==> src/rtl/urxtf_params.svh <==
`ifndef URXTF_PARAMS_SVH
`define URXTF_PARAMS_SVH
// register byte offsets
`define URXTF_ADR_MODE0 8'h00
`define URXTF_ADR_MODE1 8'h04
`define URXTF_ADR_MODE2 8'h08
`define URXTF_ADR_STATUS 8'h0C
`define URXTF_ADR_CMD 8'h10
`define URXTF_ADR_RXQ 8'h14
`define URXTF_ADR_ISR 8'h18
`define URXTF_ADR_IMR 8'h1C
`define URXTF_ADR_PRE_HI 8'h20
`define URXTF_ADR_PRE_LO 8'h24
`define URXTF_ADR_OPSET 8'h28
`define URXTF_ADR_OPCLR 8'h2C
`define URXTF_ADR_OPLATCH 8'h30
`define URXTF_ADR_TXQ 8'h34
// field positions
`define URXTF_MODE0_WDOG 7
`define URXTF_MODE1_RTSCTL 7
`define URXTF_MODE1_TAG 2
`define URXTF_MODE2_CTSEN 4
`define URXTF_ISR_CTRDY 3
`define URXTF_ISR_WDOG 4
`define URXTF_ST_PAR 5
`define URXTF_ST_FRAME 6
`define URXTF_ST_BREAK 7
`define URXTF_ST_OVR 4
`define URXTF_ST_FULL 1
`define URXTF_ST_RDY 0
// command codes
`define URXTF_CMD_RX_EN 2'b01
`define URXTF_CMD_RX_DIS 2'b10
`define URXTF_CMD_RST_RX 4'h2
`define URXTF_CMD_RST_ERR 4'h4
`define URXTF_CMD_RTS_ON 4'h8
`define URXTF_CMD_RTS_OFF 4'h9
`define URXTF_CMD_TMO_ON 4'hA
`define URXTF_CMD_TMO_OFF 4'hC
`define URXTF_PARITY_MULTIDROP 2'b11
// timing
`define URXTF_WDOG_BITS 64
`define URXTF_RESET_MODE1 8'h00
`endif

==> src/rtl/urxtf_pkg.sv <==
package urxtf_pkg;
    typedef enum logic [2:0] {
        RX_IDLE = 3'b001,
        RX_DATA = 3'b010,
        RX_STOP = 3'b100
    } urxtf_rx_type;
    typedef enum logic [2:0] {
        TX_IDLE = 3'b001,
        TX_SHIFT = 3'b010,
        TX_DONE = 3'b100
    } urxtf_tx_type;
endpackage

==> src/rtl/urxtf_channel.sv <==
// Notes on behaviour
// - disable drops partial character outside multidrop, queue kept
// - receiver reset clears state, rts and watchdog flags, pointers
// - idle watchdog interrupt enabled by mode0 bit7
// - watchdog 64 bits, restarted by push/read
// - timeout mode: each push restarts counter
// - command A enables, C disables timeout
// - both channels: timeout needs both idle
// - timeout mode ignores counter start/stop
// - push stops one tick, reloads, restarts
// - timeout sets isr bit3, imr bit3 interrupts
// - new character clears counter-ready flag
// - timeout-enable clears flag, holds counter
// - cts enable makes transmitter obey cts
// - full queue plus start raises rts
// - mode1 bit7 hands pin to receiver
// - commands 8 and 9 drive rts
// - pin is nand of latch and request
// - parity field 11 selects multidrop
// - multidrop frame carries tag from mode1
// - disabled receiver keeps only address chars
// - tag stored in parity status bit5
//
// Design decisions made here: the Wishbone register port and the address map.
`include "urxtf_params.svh"
module urxtf_channel #(
    parameter int DEPTH = 8,
    parameter int BIT_CYCLES = 16
) (
    // clock and reset
    input wire logic ref_clk,
    input wire logic reset_n,
    // wishbone slave
    input wire logic wb_cyc_i,
    input wire logic wb_stb_i,
    input wire logic wb_we_i,
    input wire logic [7:0] wb_adr_i,
    input wire logic [3:0] wb_sel_i,
    input wire logic [31:0] wb_dat_i,
    output logic [31:0] wb_dat_o,
    output logic wb_ack_o,
    // serial line
    input wire logic rxLine,
    output logic txLine,
    input wire logic txClearInputN,
    output logic rxRequestOutputN,
    // other channel timeout mode and idle state
    input wire logic peerTimeoutIdle,
    output logic timeoutIdle,
    // counter tick and interrupt
    input wire logic counterTick,
    output logic irq
);
    localparam int PW = $clog2(DEPTH);
    localparam int BW = $clog2(BIT_CYCLES * `URXTF_WDOG_BITS + 1);
    typedef struct packed {
        logic ack;
        logic [31:0] rdata;
        logic [7:0] mode0, mode1, mode2, interrupt_mask_register, preHi, preLo;
        logic opLatch, rtsCmd, rxEn, tmoMode, ctRdy, ctRun, ctReload, wdogFlag;
        logic overrun, rtsFull;
        logic [15:0] counter;
        logic [BW-1:0] wdog;
        urxtf_pkg::urxtf_rx_type rxState;
        logic [7:0] rxCnt;
        logic [3:0] rxBit;
        logic [8:0] rxShift;
        logic [DEPTH-1:0][10:0] qData;
        logic [PW:0] wp, rp;
        urxtf_pkg::urxtf_tx_type txState;
        logic [7:0] txCnt;
        logic [3:0] txBit;
        logic [9:0] txShift;
        logic [7:0] txHold;
        logic txPend, txOut;
    } urxtf_state_type;
    urxtf_state_type s, next_s;
    // release copy of reset, kept apart as it has its own asynchronous reset
    logic [1:0] rstSync;
    logic rstSafe;
    assign rstSafe = rstSync[1];
    function automatic logic [PW:0] qCount(input logic [PW:0] w, input logic [PW:0] r);
        return w - r;
    endfunction
    logic multidrop, qFull, qEmpty, access, push, pop, started;
    logic [3:0] cmdHi;
    always_comb begin
        next_s = s;
        multidrop = s.mode1[4:3] == `URXTF_PARITY_MULTIDROP;
        qFull = qCount(s.wp, s.rp) == (PW+1)'(DEPTH);
        qEmpty = s.wp == s.rp;
        access = wb_cyc_i && wb_stb_i && !s.ack;
        next_s.ack = access;
        pop = access && !wb_we_i && wb_adr_i == `URXTF_ADR_RXQ && !qEmpty;
        push = 1'b0;
        started = 1'b0;
        cmdHi = wb_dat_i[7:4];
        // receiver
        case (s.rxState)
            urxtf_pkg::RX_IDLE: begin
                if (!rxLine && (s.rxEn || multidrop)) begin
                    next_s.rxState = urxtf_pkg::RX_DATA;
                    next_s.rxCnt = 8'(BIT_CYCLES + BIT_CYCLES / 2 - 1);
                    next_s.rxBit = 4'h0;
                    started = 1'b1;
                end
            end
            urxtf_pkg::RX_DATA: begin
                if (s.rxCnt == 8'h00) begin
                    next_s.rxShift = {rxLine, s.rxShift[8:1]};
                    next_s.rxCnt = 8'(BIT_CYCLES - 1);
                    next_s.rxBit = s.rxBit + 4'h1;
                    if (s.rxBit == (multidrop ? 4'h8 : 4'h7))
                        next_s.rxState = urxtf_pkg::RX_STOP;
                end else begin
                    next_s.rxCnt = s.rxCnt - 8'h01;
                end
            end
            urxtf_pkg::RX_STOP: begin
                if (s.rxCnt == 8'h00) begin
                    next_s.rxState = urxtf_pkg::RX_IDLE;
                    if (!multidrop || s.rxEn || s.rxShift[8])
                        push = 1'b1;
                end else begin
                    next_s.rxCnt = s.rxCnt - 8'h01;
                end
            end
            default: next_s.rxState = urxtf_pkg::RX_IDLE;
        endcase
        if (started && qFull && s.mode1[`URXTF_MODE1_RTSCTL])
            next_s.rtsFull = 1'b1;
        if (!qFull)
            next_s.rtsFull = 1'b0;
        if (push) begin
            if (qFull && !pop) begin
                next_s.overrun = 1'b1;
            end else begin
                // tag into parity slot, framing and break as usual
                next_s.qData[s.wp[PW-1:0]] = {
                    !rxLine && (multidrop ? s.rxShift[7:0] : s.rxShift[8:1]) == 8'h00,
                    !rxLine,
                    multidrop ? s.rxShift[8] : 1'b0,
                    multidrop ? s.rxShift[7:0] : s.rxShift[8:1]};
                next_s.wp = s.wp + (PW+1)'(1);
            end
        end
        if (pop)
            next_s.rp = s.rp + (PW+1)'(1);
        // watchdog; isr read clears the flag, an expiry in the same cycle wins
        if (access && !wb_we_i && wb_adr_i == `URXTF_ADR_ISR)
            next_s.wdogFlag = 1'b0;
        if (push || pop) begin
            next_s.wdog = '0;
        end else if (s.wdog != BW'(BIT_CYCLES * `URXTF_WDOG_BITS)) begin
            next_s.wdog = s.wdog + BW'(1);
            if (s.wdog == BW'(BIT_CYCLES * `URXTF_WDOG_BITS - 1) && !qEmpty)
                next_s.wdogFlag = 1'b1;
        end
        // shared counter in timeout mode
        if (s.tmoMode && counterTick) begin
            if (s.ctReload) begin
                next_s.counter = {s.preHi, s.preLo};
                next_s.ctReload = 1'b0;
                next_s.ctRun = 1'b1;
            end else if (s.ctRun) begin
                if (s.counter == 16'h0000) begin
                    // wait at zero until the other channel is idle too
                    if (peerTimeoutIdle) begin
                        next_s.ctRun = 1'b0;
                        next_s.ctRdy = 1'b1;
                    end
                end else begin
                    next_s.counter = s.counter - 16'h0001;
                end
            end
        end
        if (push && s.tmoMode) begin
            next_s.ctRun = 1'b0;
            next_s.ctReload = 1'b1;
            next_s.ctRdy = 1'b0;
        end
        // transmitter
        case (s.txState)
            urxtf_pkg::TX_IDLE: begin
                next_s.txOut = 1'b1;
                if (s.txPend && !(s.mode2[`URXTF_MODE2_CTSEN] && txClearInputN)) begin
                    next_s.txShift = multidrop
                        ? {s.mode1[`URXTF_MODE1_TAG], s.txHold, 1'b0}
                        : {1'b1, s.txHold, 1'b0};
                    next_s.txPend = 1'b0;
                    next_s.txBit = multidrop ? 4'hA : 4'h9;
                    next_s.txCnt = 8'(BIT_CYCLES - 1);
                    next_s.txState = urxtf_pkg::TX_SHIFT;
                end
            end
            urxtf_pkg::TX_SHIFT: begin
                next_s.txOut = s.txShift[0];
                if (s.txCnt == 8'h00) begin
                    next_s.txCnt = 8'(BIT_CYCLES - 1);
                    next_s.txShift = {1'b1, s.txShift[9:1]};
                    next_s.txBit = s.txBit - 4'h1;
                    if (s.txBit == 4'h0)
                        next_s.txState = urxtf_pkg::TX_DONE;
                end else begin
                    next_s.txCnt = s.txCnt - 8'h01;
                end
            end
            urxtf_pkg::TX_DONE: next_s.txState = urxtf_pkg::TX_IDLE;
            default: next_s.txState = urxtf_pkg::TX_IDLE;
        endcase
        // register writes
        if (access && wb_we_i && wb_sel_i[0]) begin
            if (wb_adr_i == `URXTF_ADR_MODE0)
                next_s.mode0 = wb_dat_i[7:0];
            else if (wb_adr_i == `URXTF_ADR_MODE1)
                next_s.mode1 = wb_dat_i[7:0];
            else if (wb_adr_i == `URXTF_ADR_MODE2)
                next_s.mode2 = wb_dat_i[7:0];
            else if (wb_adr_i == `URXTF_ADR_IMR)
                next_s.interrupt_mask_register = wb_dat_i[7:0];
            else if (wb_adr_i == `URXTF_ADR_PRE_HI)
                next_s.preHi = wb_dat_i[7:0];
            else if (wb_adr_i == `URXTF_ADR_PRE_LO)
                next_s.preLo = wb_dat_i[7:0];
            else if (wb_adr_i == `URXTF_ADR_OPSET && wb_dat_i[0])
                next_s.opLatch = 1'b1;
            else if (wb_adr_i == `URXTF_ADR_OPCLR && wb_dat_i[0])
                next_s.opLatch = 1'b0;
            else if (wb_adr_i == `URXTF_ADR_TXQ && !s.txPend) begin
                next_s.txHold = wb_dat_i[7:0];
                next_s.txPend = 1'b1;
            end else if (wb_adr_i == `URXTF_ADR_CMD) begin
                if (wb_dat_i[1:0] == `URXTF_CMD_RX_EN)
                    next_s.rxEn = 1'b1;
                if (wb_dat_i[1:0] == `URXTF_CMD_RX_DIS) begin
                    next_s.rxEn = 1'b0;
                    if (!multidrop)
                        next_s.rxState = urxtf_pkg::RX_IDLE;
                end
                if (cmdHi == `URXTF_CMD_RST_RX) begin
                    next_s.rxEn = 1'b0;
                    next_s.rxState = urxtf_pkg::RX_IDLE;
                    next_s.wp = '0;
                    next_s.rp = '0;
                    next_s.qData[0] = '0;
                    next_s.rtsFull = 1'b0;
                    next_s.wdogFlag = 1'b0;
                end
                if (cmdHi == `URXTF_CMD_RST_ERR)
                    next_s.overrun = 1'b0;
                if (cmdHi == `URXTF_CMD_RTS_ON)
                    next_s.rtsCmd = 1'b1;
                if (cmdHi == `URXTF_CMD_RTS_OFF)
                    next_s.rtsCmd = 1'b0;
                if (cmdHi == `URXTF_CMD_TMO_ON) begin
                    next_s.tmoMode = 1'b1;
                    next_s.ctRdy = 1'b0;
                    next_s.ctRun = 1'b0;
                    next_s.ctReload = 1'b0;
                end
                if (cmdHi == `URXTF_CMD_TMO_OFF)
                    next_s.tmoMode = 1'b0;
            end
        end
        // read data
        next_s.rdata = 32'h0000_0000;
        if (access && !wb_we_i) begin
            if (wb_adr_i == `URXTF_ADR_MODE0)
                next_s.rdata[7:0] = s.mode0;
            else if (wb_adr_i == `URXTF_ADR_MODE1)
                next_s.rdata[7:0] = s.mode1;
            else if (wb_adr_i == `URXTF_ADR_MODE2)
                next_s.rdata[7:0] = s.mode2;
            else if (wb_adr_i == `URXTF_ADR_STATUS)
                next_s.rdata[7:0] = {s.qData[s.rp[PW-1:0]][10:8] & {3{!qEmpty}},
                    s.overrun, 2'b00, qFull, !qEmpty};
            else if (wb_adr_i == `URXTF_ADR_RXQ)
                next_s.rdata[7:0] = s.qData[s.rp[PW-1:0]][7:0];
            else if (wb_adr_i == `URXTF_ADR_ISR)
                next_s.rdata[7:0] = {3'b000, s.wdogFlag, s.ctRdy, 3'b000};
            else if (wb_adr_i == `URXTF_ADR_IMR)
                next_s.rdata[7:0] = s.interrupt_mask_register;
            else if (wb_adr_i == `URXTF_ADR_PRE_HI)
                next_s.rdata[7:0] = s.counter[15:8];
            else if (wb_adr_i == `URXTF_ADR_PRE_LO)
                next_s.rdata[7:0] = s.counter[7:0];
            else if (wb_adr_i == `URXTF_ADR_OPLATCH)
                next_s.rdata[1:0] = {s.tmoMode, s.opLatch};
        end
    end
    always_ff @(posedge ref_clk or negedge reset_n) begin
        if (!reset_n) begin
            rstSync <= 2'b00;
        end else begin
            rstSync <= {rstSync[0], 1'b1};
        end
    end
    always_ff @(posedge ref_clk or negedge rstSafe) begin
        if (!rstSafe) begin
            s.ack <= 1'b0;
            s.rdata <= '0;
            s.mode0 <= 8'h00;
            s.mode1 <= `URXTF_RESET_MODE1;
            s.mode2 <= 8'h00;
            s.interrupt_mask_register <= 8'h00;
            s.preHi <= 8'h00;
            s.preLo <= 8'h00;
            s.opLatch <= 1'b0;
            s.rtsCmd <= 1'b0;
            s.rxEn <= 1'b0;
            s.tmoMode <= 1'b0;
            s.ctRdy <= 1'b0;
            s.ctRun <= 1'b0;
            s.ctReload <= 1'b0;
            s.wdogFlag <= 1'b0;
            s.overrun <= 1'b0;
            s.rtsFull <= 1'b0;
            s.counter <= 16'h0000;
            s.wdog <= '0;
            s.rxState <= urxtf_pkg::RX_IDLE;
            s.rxCnt <= 8'h00;
            s.rxBit <= 4'h0;
            s.rxShift <= 9'h000;
            s.qData <= '0;
            s.wp <= '0;
            s.rp <= '0;
            s.txState <= urxtf_pkg::TX_IDLE;
            s.txCnt <= 8'h00;
            s.txBit <= 4'h0;
            s.txShift <= 10'h3FF;
            s.txHold <= 8'h00;
            s.txPend <= 1'b0;
            s.txOut <= 1'b1;
        end else begin
            {s.ack, s.rdata, s.mode0, s.mode1, s.mode2, s.interrupt_mask_register, s.preHi, s.preLo} <=
                {next_s.ack, next_s.rdata, next_s.mode0, next_s.mode1, next_s.mode2,
                 next_s.interrupt_mask_register, next_s.preHi, next_s.preLo};
            {s.opLatch, s.rtsCmd, s.rxEn, s.tmoMode, s.ctRdy, s.ctRun, s.ctReload} <=
                {next_s.opLatch, next_s.rtsCmd, next_s.rxEn, next_s.tmoMode,
                 next_s.ctRdy, next_s.ctRun, next_s.ctReload};
            {s.wdogFlag, s.overrun, s.rtsFull, s.counter, s.wdog} <=
                {next_s.wdogFlag, next_s.overrun, next_s.rtsFull, next_s.counter, next_s.wdog};
            {s.rxState, s.rxCnt, s.rxBit, s.rxShift, s.wp, s.rp} <=
                {next_s.rxState, next_s.rxCnt, next_s.rxBit, next_s.rxShift, next_s.wp, next_s.rp};
            s.qData <= next_s.qData;
            {s.txState, s.txCnt, s.txBit, s.txShift, s.txHold, s.txPend, s.txOut} <=
                {next_s.txState, next_s.txCnt, next_s.txBit, next_s.txShift,
                 next_s.txHold, next_s.txPend, next_s.txOut};
        end
    end
    // pin: nand of latch and receiver request; flow control leaves the latch alone
    // request comes from the receiver under flow control, else from the command
    assign rxRequestOutputN = !(s.opLatch && (s.mode1[`URXTF_MODE1_RTSCTL]
        ? !s.rtsFull : s.rtsCmd));
    assign txLine = s.txOut;
    assign timeoutIdle = !s.tmoMode || (s.ctRun && s.counter == 16'h0000)
        || (!s.ctRun && !s.ctReload);
    assign irq = (s.ctRdy && s.interrupt_mask_register[`URXTF_ISR_CTRDY])
        || (s.wdogFlag && s.mode0[`URXTF_MODE0_WDOG]);
    assign wb_ack_o = s.ack;
    assign wb_dat_o = s.rdata;
endmodule

==> config.mk <==
export PLATFORM = sky130hd
export DESIGN_NAME = urxtf_channel
export DESIGN_NICKNAME = d
export VERILOG_FILES = /design/src/rtl/urxtf_pkg.sv /design/src/rtl/urxtf_channel.sv
export VERILOG_INCLUDE_DIRS = /design/src /design/src/rtl
export SDC_FILE = /design/constraint.sdc
export NUM_CORES = 1
export LEC_CHECK = 0
export ABC_AREA = 1
export BUFFER_PORTS_ARGS = -buffer_cell sky130_fd_sc_hd__buf_4
export CAP_MARGIN = 20
export CORE_MARGIN = 2
export CORE_UTILIZATION = 35
export CTS_CLUSTER_DIAMETER = 30
export DETAILED_ROUTE_END_ITERATION = 8
export GPL_ROUTABILITY_DRIVEN = 0
export GPL_TIMING_DRIVEN = 0
export HOLD_SLACK_MARGIN = 0.06
export SLEW_MARGIN = 10
export SYNTH_ARGS = -nofsm -noshare
export SYNTH_HDL_FRONTEND = slang
export SYNTH_SLANG_ARGS = --single-unit
==> constraint.sdc <==
create_clock -name ref_clk -period 10.58 [get_ports ref_clk]
set_input_delay 2.116 -clock ref_clk [delete_from_list [all_inputs] [get_ports ref_clk]]
set_output_delay 2.116 -clock ref_clk [all_outputs]
set_load 0.05 [all_outputs]
==> results of run 1 <==
==> routing by layer <==
| layer | vias to the layer above | GRT usage [%] |
|---|---|---|
| li1 | 5480 | - |
| met1 | 5334 | 27.2 |
| met2 | 329 | 30.1 |
| met3 | 77 | 3.14 |
| met4 | 0 | 8.06 |
| met5 | - | 0 |
==> layout make-up <==
class	count	share of cell area (%)
multi-input combinational	1110	33.9
tap	468	3.68
buffer	91	3.16
clock inverter	29	2.50
inverter	181	4.27
clock buffer	76	10.4
sequential	251	39.6
timing repair buffer	43	2.47
==> cells by family after synthesis <==
| logic type | count (synthesis) |
|---|---|
| mux | 4 |
| fa+ha+maj | 16 |
| simple gates | 666 |
| compound gates | 379 |
| flops | 251 |
| other cells | 2 |
| buf+inv | 272 |
| xor+xnor | 20 |
==> cells in the final DEF (no fill, tap or decap), types with 39 or more instances in the layout <==
cell / Yosys / layout
nand2_1: 404 / 404
dfrtp_1: 238 / 237
inv_1: 177 / 177
o21ai_0: 171 / 171
nor2_1: 100 / 100
nand3_1: 86 / 86
o21ai_1: 86 / 86
buf_4: 34 / 72
a21oi_1: 68 / 68
clkbuf_16: 0 / 58
clkbuf_1: 35 / 39
==> registers in the layout, indices dropped and copies added, names as in the netlist <==
register  count
txLine        1
s           239
wb_dat_o      8
rstSync       2
wb_ack_o      1
==> cells in the mapped netlist (12+ instances only) <==
master and instances:
a21oi_1 68, ha_1 16, o21ai_0 171, clkbuf_1 35
o21ai_1 86, buf_2 21, nand2_1 404, dfstp_2 13
inv_1 177, nor3_1 22, o211ai_1 20, buf_4 34
dfrtp_1 238, nor2_1 100, nor2_2 12, nand3_1 86
xor2_1 19
==> how the worst max path moves through the flow <==
stage	to	cells past startpoint	slack, ns	startpoint
final	timeoutIdle	8	6.15	s[170]$_DFFE_PN0P_
after global routing	timeoutIdle	8	5.99	s[170]$_DFFE_PN0P_
after CTS	timeoutIdle	8	6.15	s[170]$_DFFE_PN0P_
after detailed placement	s[50]$_DFF_PN0_	9	6.34	wb_adr_i[1]
after global placement	wb_dat_o[2]$_DFF_PN0_	0	-0.04	rstSync[1]$_DFF_PN0_
after floorplan	s[100]$_DFFE_PN0P_	0	3.09	rstSync[1]$_DFF_PN0_
==> power breakdown <==
part           leakage (nW)  internal [mW]  switching, mW  total (mW)
logic                  3.41         0.0807          0.154       0.235
clock network          1.02           1.29          0.571        1.86
registers              3.18           1.03         0.0444        1.08
==> per-stage QoR <==
stage / cells / area [sq um] / utilization, % / setup slack, ns / setup TNS, ns
CTS: 2248 / 15900 / 43.8 / 6.15 / 0
floorplan: 1633 / 12900 / - / 3.09 / 0
detailed placement: 2143 / 13900 / 38.1 / 6.34 / 0
finish: 2249 / 15900 / 43.8 / 6.15 / 0
global placement: 2139 / 13800 / 37.8 / -0.0425 / -3.46
global route: 2249 / 15900 / 43.8 / 5.99 / 0
==> metrics.csv, run 1 <==
stage;metric;value;unit
placement;io_buffers;38;
sta;slew_headroom;28.9;%
floorplan;die_area;0.0381;sq mm
critical_path;reg2reg_from;s[37]$_DFF_PN0_;
pwr;p_leak;7.60;nW
global_routing;grt_pass1_wl;59.2;mm
clock_network;cts_setup_buffers;0;
sta;finalHoldViolations;0;
logic_synthesis;synthMuxAreaShare;0.323;%
floorplan;initial_core_util;35.2;%
detailed_routing;drt_pre_antenna_iters;7;
clock_network;clk_pin_slew;0.05;ns
logic_synthesis;synthArstFlopShare;100;%
sta;finalSetupViolCount;0;
global_routing;grt_antenna_before_repair;0;
logic_synthesis;ys_ff_latch;251;
logic_synthesis;synth_top_area_cell;dfrtp_1;
critical_path;path_common_cell;nand2_1;
critical_path;critPathMaxStageDelay;0.41;ns
pwr;p_total;3.17;mW
critical_path;start_kind;register;
critical_path;crit_slowest_cell;dfrtp_1;
cells_and_area;register_area;0.00630;sq mm
logic_synthesis;synthDistinctLibCells;53;
clock_network;ctsResizeCount;0;
cells_and_area;antennaDiodeCount;0;
clock_network;hold_buffers;0;
clock_network;numCtsBuffers;57;
critical_path;critPathBufInv;2;
logic_synthesis;yosysTopAreaCellShare;46.5;%
sta;slew_violations;0;
critical_path;path_delay_family;simple AND/OR/NAND/NOR gates;
critical_path;crit_arrival;2.31;ns
clock_network;clock-sinks;251;
detailed_routing;vias;11200;
sta;worst_pin_slew;1.06;ns
clock_network;clockBufferDepth;3;
critical_path;crit_required;8.46;ns
detailed_routing;drcViolationCount;0;
logic_synthesis;synthCells;1610;
cells_and_area;layout-drive-gt1-share;14.4;%
critical_path;worstPathCellList;inv_1, nand2_1, nor2_1, nand2_1, nor4_1, and2_1, or3b_2, buf_4;
logic_synthesis;synth_ff_type;dfrtp_1;
detailed_routing;postRouteAntennaNets;0;
critical_path;regToRegSetupSlack;7.38;ns
logic_synthesis;syn_avg_cell_area;7.95;sq um
critical_path;critPathMaxFanout;4;
floorplan;io_pins;90;
clock_network;ctsHtreeMaxLevel;2;
hold_path;hold_path.class;register to asynchronous set/reset pin;
global_routing;grt_use_total;19.5;%
detailed_routing;top_layer;met4;
detailed_routing;drt_iter0_drc;853;
cells_and_area;multi_input_area;0.00541;sq mm
critical_path;r2r-end;s[124]$_DFFE_PN0P_;
detailed_routing;wl;36.3;mm
sta;fin_hold_ws;0.313;ns
cells_and_area;fillers;3540;
sta;fin_crit_sh;41.9;%
critical_path;r2r.worst_path.cells;14;
critical_path;crit_type;register to primary output;
floorplan;std_cell_rows;70;
pwr;power_density;199;mW/mm^2
placement;dpl.hpwl;25.8;mm
detailed_routing;viasPerCell;4.99;
logic_synthesis;synth_fa_ha_area_share;1.56;%
clock_network;clock_latency;0.59;ns
detailed_routing;met3WireLength;1.99;mm
sta;max_freq;226;MHz
global_routing;grt_remaining_overflow;0;
logic_synthesis;ys_warn_count;0;
logic_synthesis;netlist_area;0.0128;sq mm
pwr;peakVddDrop;0.000123;V
detailed_routing;routed-wl-met2;16.3;mm
logic_synthesis;synth_xor_area_share;1.37;%
clock_network;cts_tree;built;
cells_and_area;final_nets;1804;
floorplan;core-area;0.0363;sq mm
floorplan;die_y;195;um
sta;finalWorstPathRequiredPeriod;4.43;ns
critical_path;worstSetupEndpointType;primary output;
floorplan;die_x;195;um
status;status;completed;
logic_synthesis;ys_seq_area_share;49.2;%
logic_synthesis;synthSimpleGateAreaFrac;22.3;%
global_routing;grt_start_max_net_pins;63;
cells_and_area;area_delta_synth_final;24.4;%
logic_synthesis;synth-compound-area-share;16.0;%
sta;fin_skew;0.0384;ns
clock_network;root_buffer;clkbuf_16;
logic_synthesis;synth_edf_count;0;
detailed_routing;wl_met1;16.8;mm
job;cap_violations;0;
detailed_routing;wire_per_inst;16.1;um
global_routing;grt_pass1_vias;10900;
sta;rsz0062_at_grt;no;
logic_synthesis;synth_top_family_by_area;simple AND/OR/NAND/NOR gates;
logic_synthesis;synth_top_cells_by_area;dfrtp_1, nand2_1, o21ai_0;
(Power assumes the default switching activity.)
==> inputs of run 2 (changes only) <==
--- a/config.mk
+++ b/config.mk
@@ -6,7 +6,7 @@
 export SDC_FILE = /design/constraint.sdc
 export NUM_CORES = 1
 export LEC_CHECK = 0
-export ABC_AREA = 1
+export ABC_AREA = 0
 export BUFFER_PORTS_ARGS = -buffer_cell sky130_fd_sc_hd__buf_4
 export CAP_MARGIN = 20
 export CORE_MARGIN = 2
==> constraint.sdc (replaced) <==
create_clock -name ref_clk -period 3.69 [get_ports ref_clk]
set_input_delay 0.738 -clock ref_clk [delete_from_list [all_inputs] [get_ports ref_clk]]
set_output_delay 0.738 -clock ref_clk [all_outputs]
set_load 0.05 [all_outputs]
==> run 2 against run 1 <==
  * Synthesized area grew 4.1%
  * Critical path depth is 2 lower
  * Global-route usage is 1.1 points lower
  * Clock power rose to 2.9 times the previous value
  * Via count shrank 12%
  * Critical path type unchanged
  * Sequential power grew to 2.7 times the previous value
  * Critical endpoint unchanged
  * Design area up 3.8%
  * Core utilization is 0.18 points higher
==> metrics.csv, run 2 <==
stage;metric;value;unit;change
status;status;completed;;unchanged
sta;finalSetupViolCount;0;;unchanged
clock_network;clockBufferDepth;3;;unchanged
detailed_routing;drt_iter0_drc;658;;was 853
logic_synthesis;synthMuxAreaShare;18.9;%;was 0.323%
logic_synthesis;synth_most_common_cell;dfrtp_1;;was nand2_1
floorplan;io_pins;90;;unchanged
sta;finalWorstPathRequiredPeriod;3.54;ns;
global_routing;grt_antenna_before_repair;0;;unchanged
global_routing;grt_use_total;18.4;%;was 19.5%
floorplan;core-area;0.0376;sq mm;was 0.0363 sq mm
sta;worst_pin_slew;1.07;ns;was 1.06 ns
logic_synthesis;synthCells;1202;;was 1610
job;cap_violations;0;;unchanged
sta;layout_setup_ws;0.153;ns;was 6.15 ns
global_routing;grt_remaining_overflow;0;;unchanged
cells_and_area;layout-drive-gt1-share;28.7;%;was 14.4%
logic_synthesis;synthArstFlopShare;100;%;unchanged
sta;finalHoldViolations;0;;unchanged
sta;slew_violations;0;;unchanged
global_routing;grt_pass1_vias;10100;;was 10900
cells_and_area;regMostFlops;s;;unchanged
logic_synthesis;ys_seq_area_share;47.3;%;was 49.2%
pwr;power.switching;2.11;mW;was 0.769 mW
clock_network;clock-sinks;251;;unchanged
logic_synthesis;synth_ff_type;dfrtp_1;;unchanged
hold_path;hold_path.class;register to asynchronous set/reset pin;;unchanged
global_routing;grt_start_max_net_pins;63;;unchanged
clock_network;clock_latency;0.59;ns;about the same
cells_and_area;layout_commonest_cell;dfrtp_1;;was nand2_1
sta;max_freq;283;MHz;
sta;slew_headroom;27.4;%;was 28.9%
clock_network;numCtsBuffers;56;;was 57
logic_synthesis;synthDistinctLibCells;83;;was 53
logic_synthesis;syn_avg_cell_area;11.1;sq um;was 7.95 sq um
critical_path;worstSetupEndpointType;primary output;;unchanged
clock_network;cts_tree;built;;unchanged
critical_path;crit_required;2.95;ns;was 8.46 ns
critical_path;crit_type;register to primary output;;unchanged
pwr;power.internal;6.54;mW;was 2.40 mW
floorplan;die_x;199;um;was 195 um
detailed_routing;drcViolationCount;0;;unchanged
clock_network;root_buffer;clkbuf_16;;unchanged
logic_synthesis;synthSimpleGateAreaFrac;14.9;%;was 22.3%
cells_and_area;utilization;44.0;%;was 43.8%
critical_path;critPathMaxFanout;7;;was 4
logic_synthesis;synth_top_cells_by_area;dfrtp_1, mux2_2, nand2_1;;was dfrtp_1, nand2_1, o21ai_0
sta;fin_hold_ws;0.280;ns;was 0.313 ns
logic_synthesis;synth_top_area_cell;dfrtp_1;;unchanged
cells_and_area;antennaDiodeCount;0;;unchanged
pwr;power_frac_comb;4.2;%;was 7.4%
pwr;power_density;523;mW/mm^2;was 199 mW/mm^2
detailed_routing;drt_pre_antenna_iters;5;;was 7
pwr;seq_power_share;33.2;%;was 33.9%
logic_synthesis;synth_top_family_by_area;multiplexers;;was simple AND/OR/NAND/NOR gates
cells_and_area;final_nets;1396;;was 1804
floorplan;die_y;199;um;was 195 um
critical_path;crit_arrival;2.80;ns;was 2.31 ns
logic_synthesis;netlist_area;0.0133;sq mm;was 0.0128 sq mm
floorplan;die_area;0.0397;sq mm;was 0.0381 sq mm
sta;rsz0062_at_grt;no;;unchanged
placement;io_buffers;35;;was 38
sta;fin_crit_sh;95.9;%;
detailed_routing;postRouteAntennaNets;0;;unchanged
cells_and_area;final_cell_mix;dfrtp_1, nand2_1, mux2_2;;was nand2_1, dfrtp_1, inv_1
clock_network;clk_pin_slew;0.06;ns;was 0.05 ns
detailed_routing;viasPerCell;5.25;;was 4.99
logic_synthesis;yosys-top-cells-count;dfrtp_1, nand2_1, mux2_2, nor2_1, a21oi_1;;was nand2_1, dfrtp_1, inv_1, o21ai_0, nor2_1
clock_network;ctsHtreeMaxLevel;2;;unchanged
cells_and_area;largest_reg_flops;239;;unchanged
logic_synthesis;synth_xor_area_share;1.49;%;was 1.37%
logic_synthesis;ys_ff_latch;251;;unchanged
floorplan;initial_core_util;35.5;%;was 35.2%
placement;dpl.hpwl;24.3;mm;was 25.8 mm
pwr;p_leak;7.41;nW;was 7.60 nW
detailed_routing;wl;35.4;mm;was 36.3 mm
placement;dp_slack;-0.0183;ns;was 6.34 ns
pwr;switching_share;24.4;%;was 24.2%
pwr;peakVddDrop;0.000331;V;was 0.000123 V
global_routing;grt_pass1_wl;56.7;mm;was 59.2 mm
logic_synthesis;synth_fa_ha_area_share;1.50;%;was 1.56%
detailed_routing;wire_per_inst;18.8;um;was 16.1 um
cells_and_area;area_delta_synth_final;24.0;%;was 24.4%
floorplan;std_cell_rows;71;;was 70
logic_synthesis;synth-compound-area-share;10.6;%;was 16.0%
critical_path;start_kind;register;;unchanged
logic_synthesis;synth_edf_count;0;;unchanged
pwr;clkPwrFrac;62.6;%;was 58.6%
logic_synthesis;ys_warn_count;0;;unchanged
logic_synthesis;yosysTopAreaCellShare;44.7;%;was 46.5%
detailed_routing;vias;9894;;was 11200
sta;fin_skew;0.0278;ns;was 0.0384 ns
-- run 2: cell count changes after synthesis, sizes merged, moves of 10 or more --
| cell | previous run | this run |
|---|---|---|
| a21oi | 69 | 50 |
| nor2 | 114 | 61 |
| o21ai | 257 | 49 |
| mux2i | 3 | 44 |
| inv | 180 | 33 |
| o211ai | 20 | 10 |
| nand2 | 407 | 148 |
| nand3 | 92 | 40 |
| or3 | 0 | 11 |
| mux2 | 1 | 129 |
| and3 | 0 | 15 |
| mux4 | 0 | 22 |
| nor4 | 4 | 17 |
-- run 2: per-stage QoR --
| step | total power [mW] | area, sq um | setup TNS, ns | cells |
|---|---|---|---|---|
| 6_report | 8.65 | 16500 | 0 | 1886 |
| 5_1_grt | 8.94 | 16500 | 0 | 1886 |
| 4_1_cts | 8.73 | 16500 | 0 | 1882 |
| 3_5_place_dp | 3.28 | 14400 | -0.0540 | 1775 |
| 3_3_place_gp | 3.25 | 14300 | 0 | 1771 |
| 2_1_floorplan | 3.15 | 13400 | 0 | 1225 |
-- run 2: cell families (layout without fill, tap and decap cells) --
group / count (synthesis) / count (layout)
adder cells (fa/ha/maj): 16 / 16
XOR/XNOR: 21 / 21
AND/OR/NAND/NOR: 388 / 388
multiplexers: 195 / 195
flip-flops: 251 / 251
other: 2 / 25
buffers and inverters: 132 / 282
AO/OA/AOI/OAI: 197 / 197
-- run 2: cell type report --
type | instances | area (sq um)
fillers | 3513 | 21000
clock buffers | 61 | 1440
multi-input cells | 842 | 6420
inverters | 34 | 128
flip-flops and latches | 251 | 6300
plain buffers | 98 | 572
clock inverters | 45 | 624
repair buffers | 44 | 403
well taps | 511 | 639
-- run 2: worst paths after layout --
check                      slack (ns)  depth (start not counted)                  from                   end
max                              0.15                          6    s[173]$_DFFE_PN0P_           timeoutIdle
min                              0.28                          0  rstSync[1]$_DFF_PN0_    s[231]$_DFFE_PN0P_
max reg2reg                      0.32                          9       s[36]$_DFF_PN0_    s[125]$_DFFE_PN0P_
min reg2reg                      0.28                          0  rstSync[1]$_DFF_PN0_    s[231]$_DFFE_PN0P_
max in group asynchronous        2.34                          2  rstSync[1]$_DFF_PN0_     s[17]$_DFFE_PN1P_
min in group ref_clk             0.35                          0  rstSync[0]$_DFF_PN0_  rstSync[1]$_DFF_PN0_
-- run 2: per-layer routing --
layer | part of all wire (%) | vias to the layer above | GRT usage, %
li1 | - | 4610 | -
met4 | 2.0 | 0 | 5.39
met2 | 48 | 270 | 29.8
met5 | 0 | - | 0
met3 | 5.1 | 66 | 3.71
met1 | 45 | 4948 | 24.8
-- run 2: worst max-delay path: stages, from the launching register on --
cell and delay [ns]:
dfrtp_1 0.45, or4_1 0.48, clkbuf_1 0.20, nand4b_1 0.34, and2_1 0.29, o21ai_0 0.22, buf_4 0.24
-- run 2: power by group through the flow --
| stage | clock (mW) | sequential [mW] | combinational [mW] |
|---|---|---|---|
| final | 5.41 | 2.87 | 0.363 |
| after global routing | 5.66 | 2.88 | 0.406 |
| after CTS | 5.50 | 2.87 | 0.367 |
| after detailed placement | 0 | 2.91 | 0.364 |
| after global placement | 0 | 2.96 | 0.296 |
| after floorplan | 0 | 2.93 | 0.222 |
-- run 2: what timing repair did --
| item | in CTS | in global routing |
|---|---|---|
| pin swaps | 0 | 0 |
| resized for setup | 1 | 0 |
| endpoints found under the setup margin | 8 | 1 |
| hold endpoints to repair | 2 | 0 |
| buffers inserted | 0 | 3 |
| hold buffers | 1 | 0 |
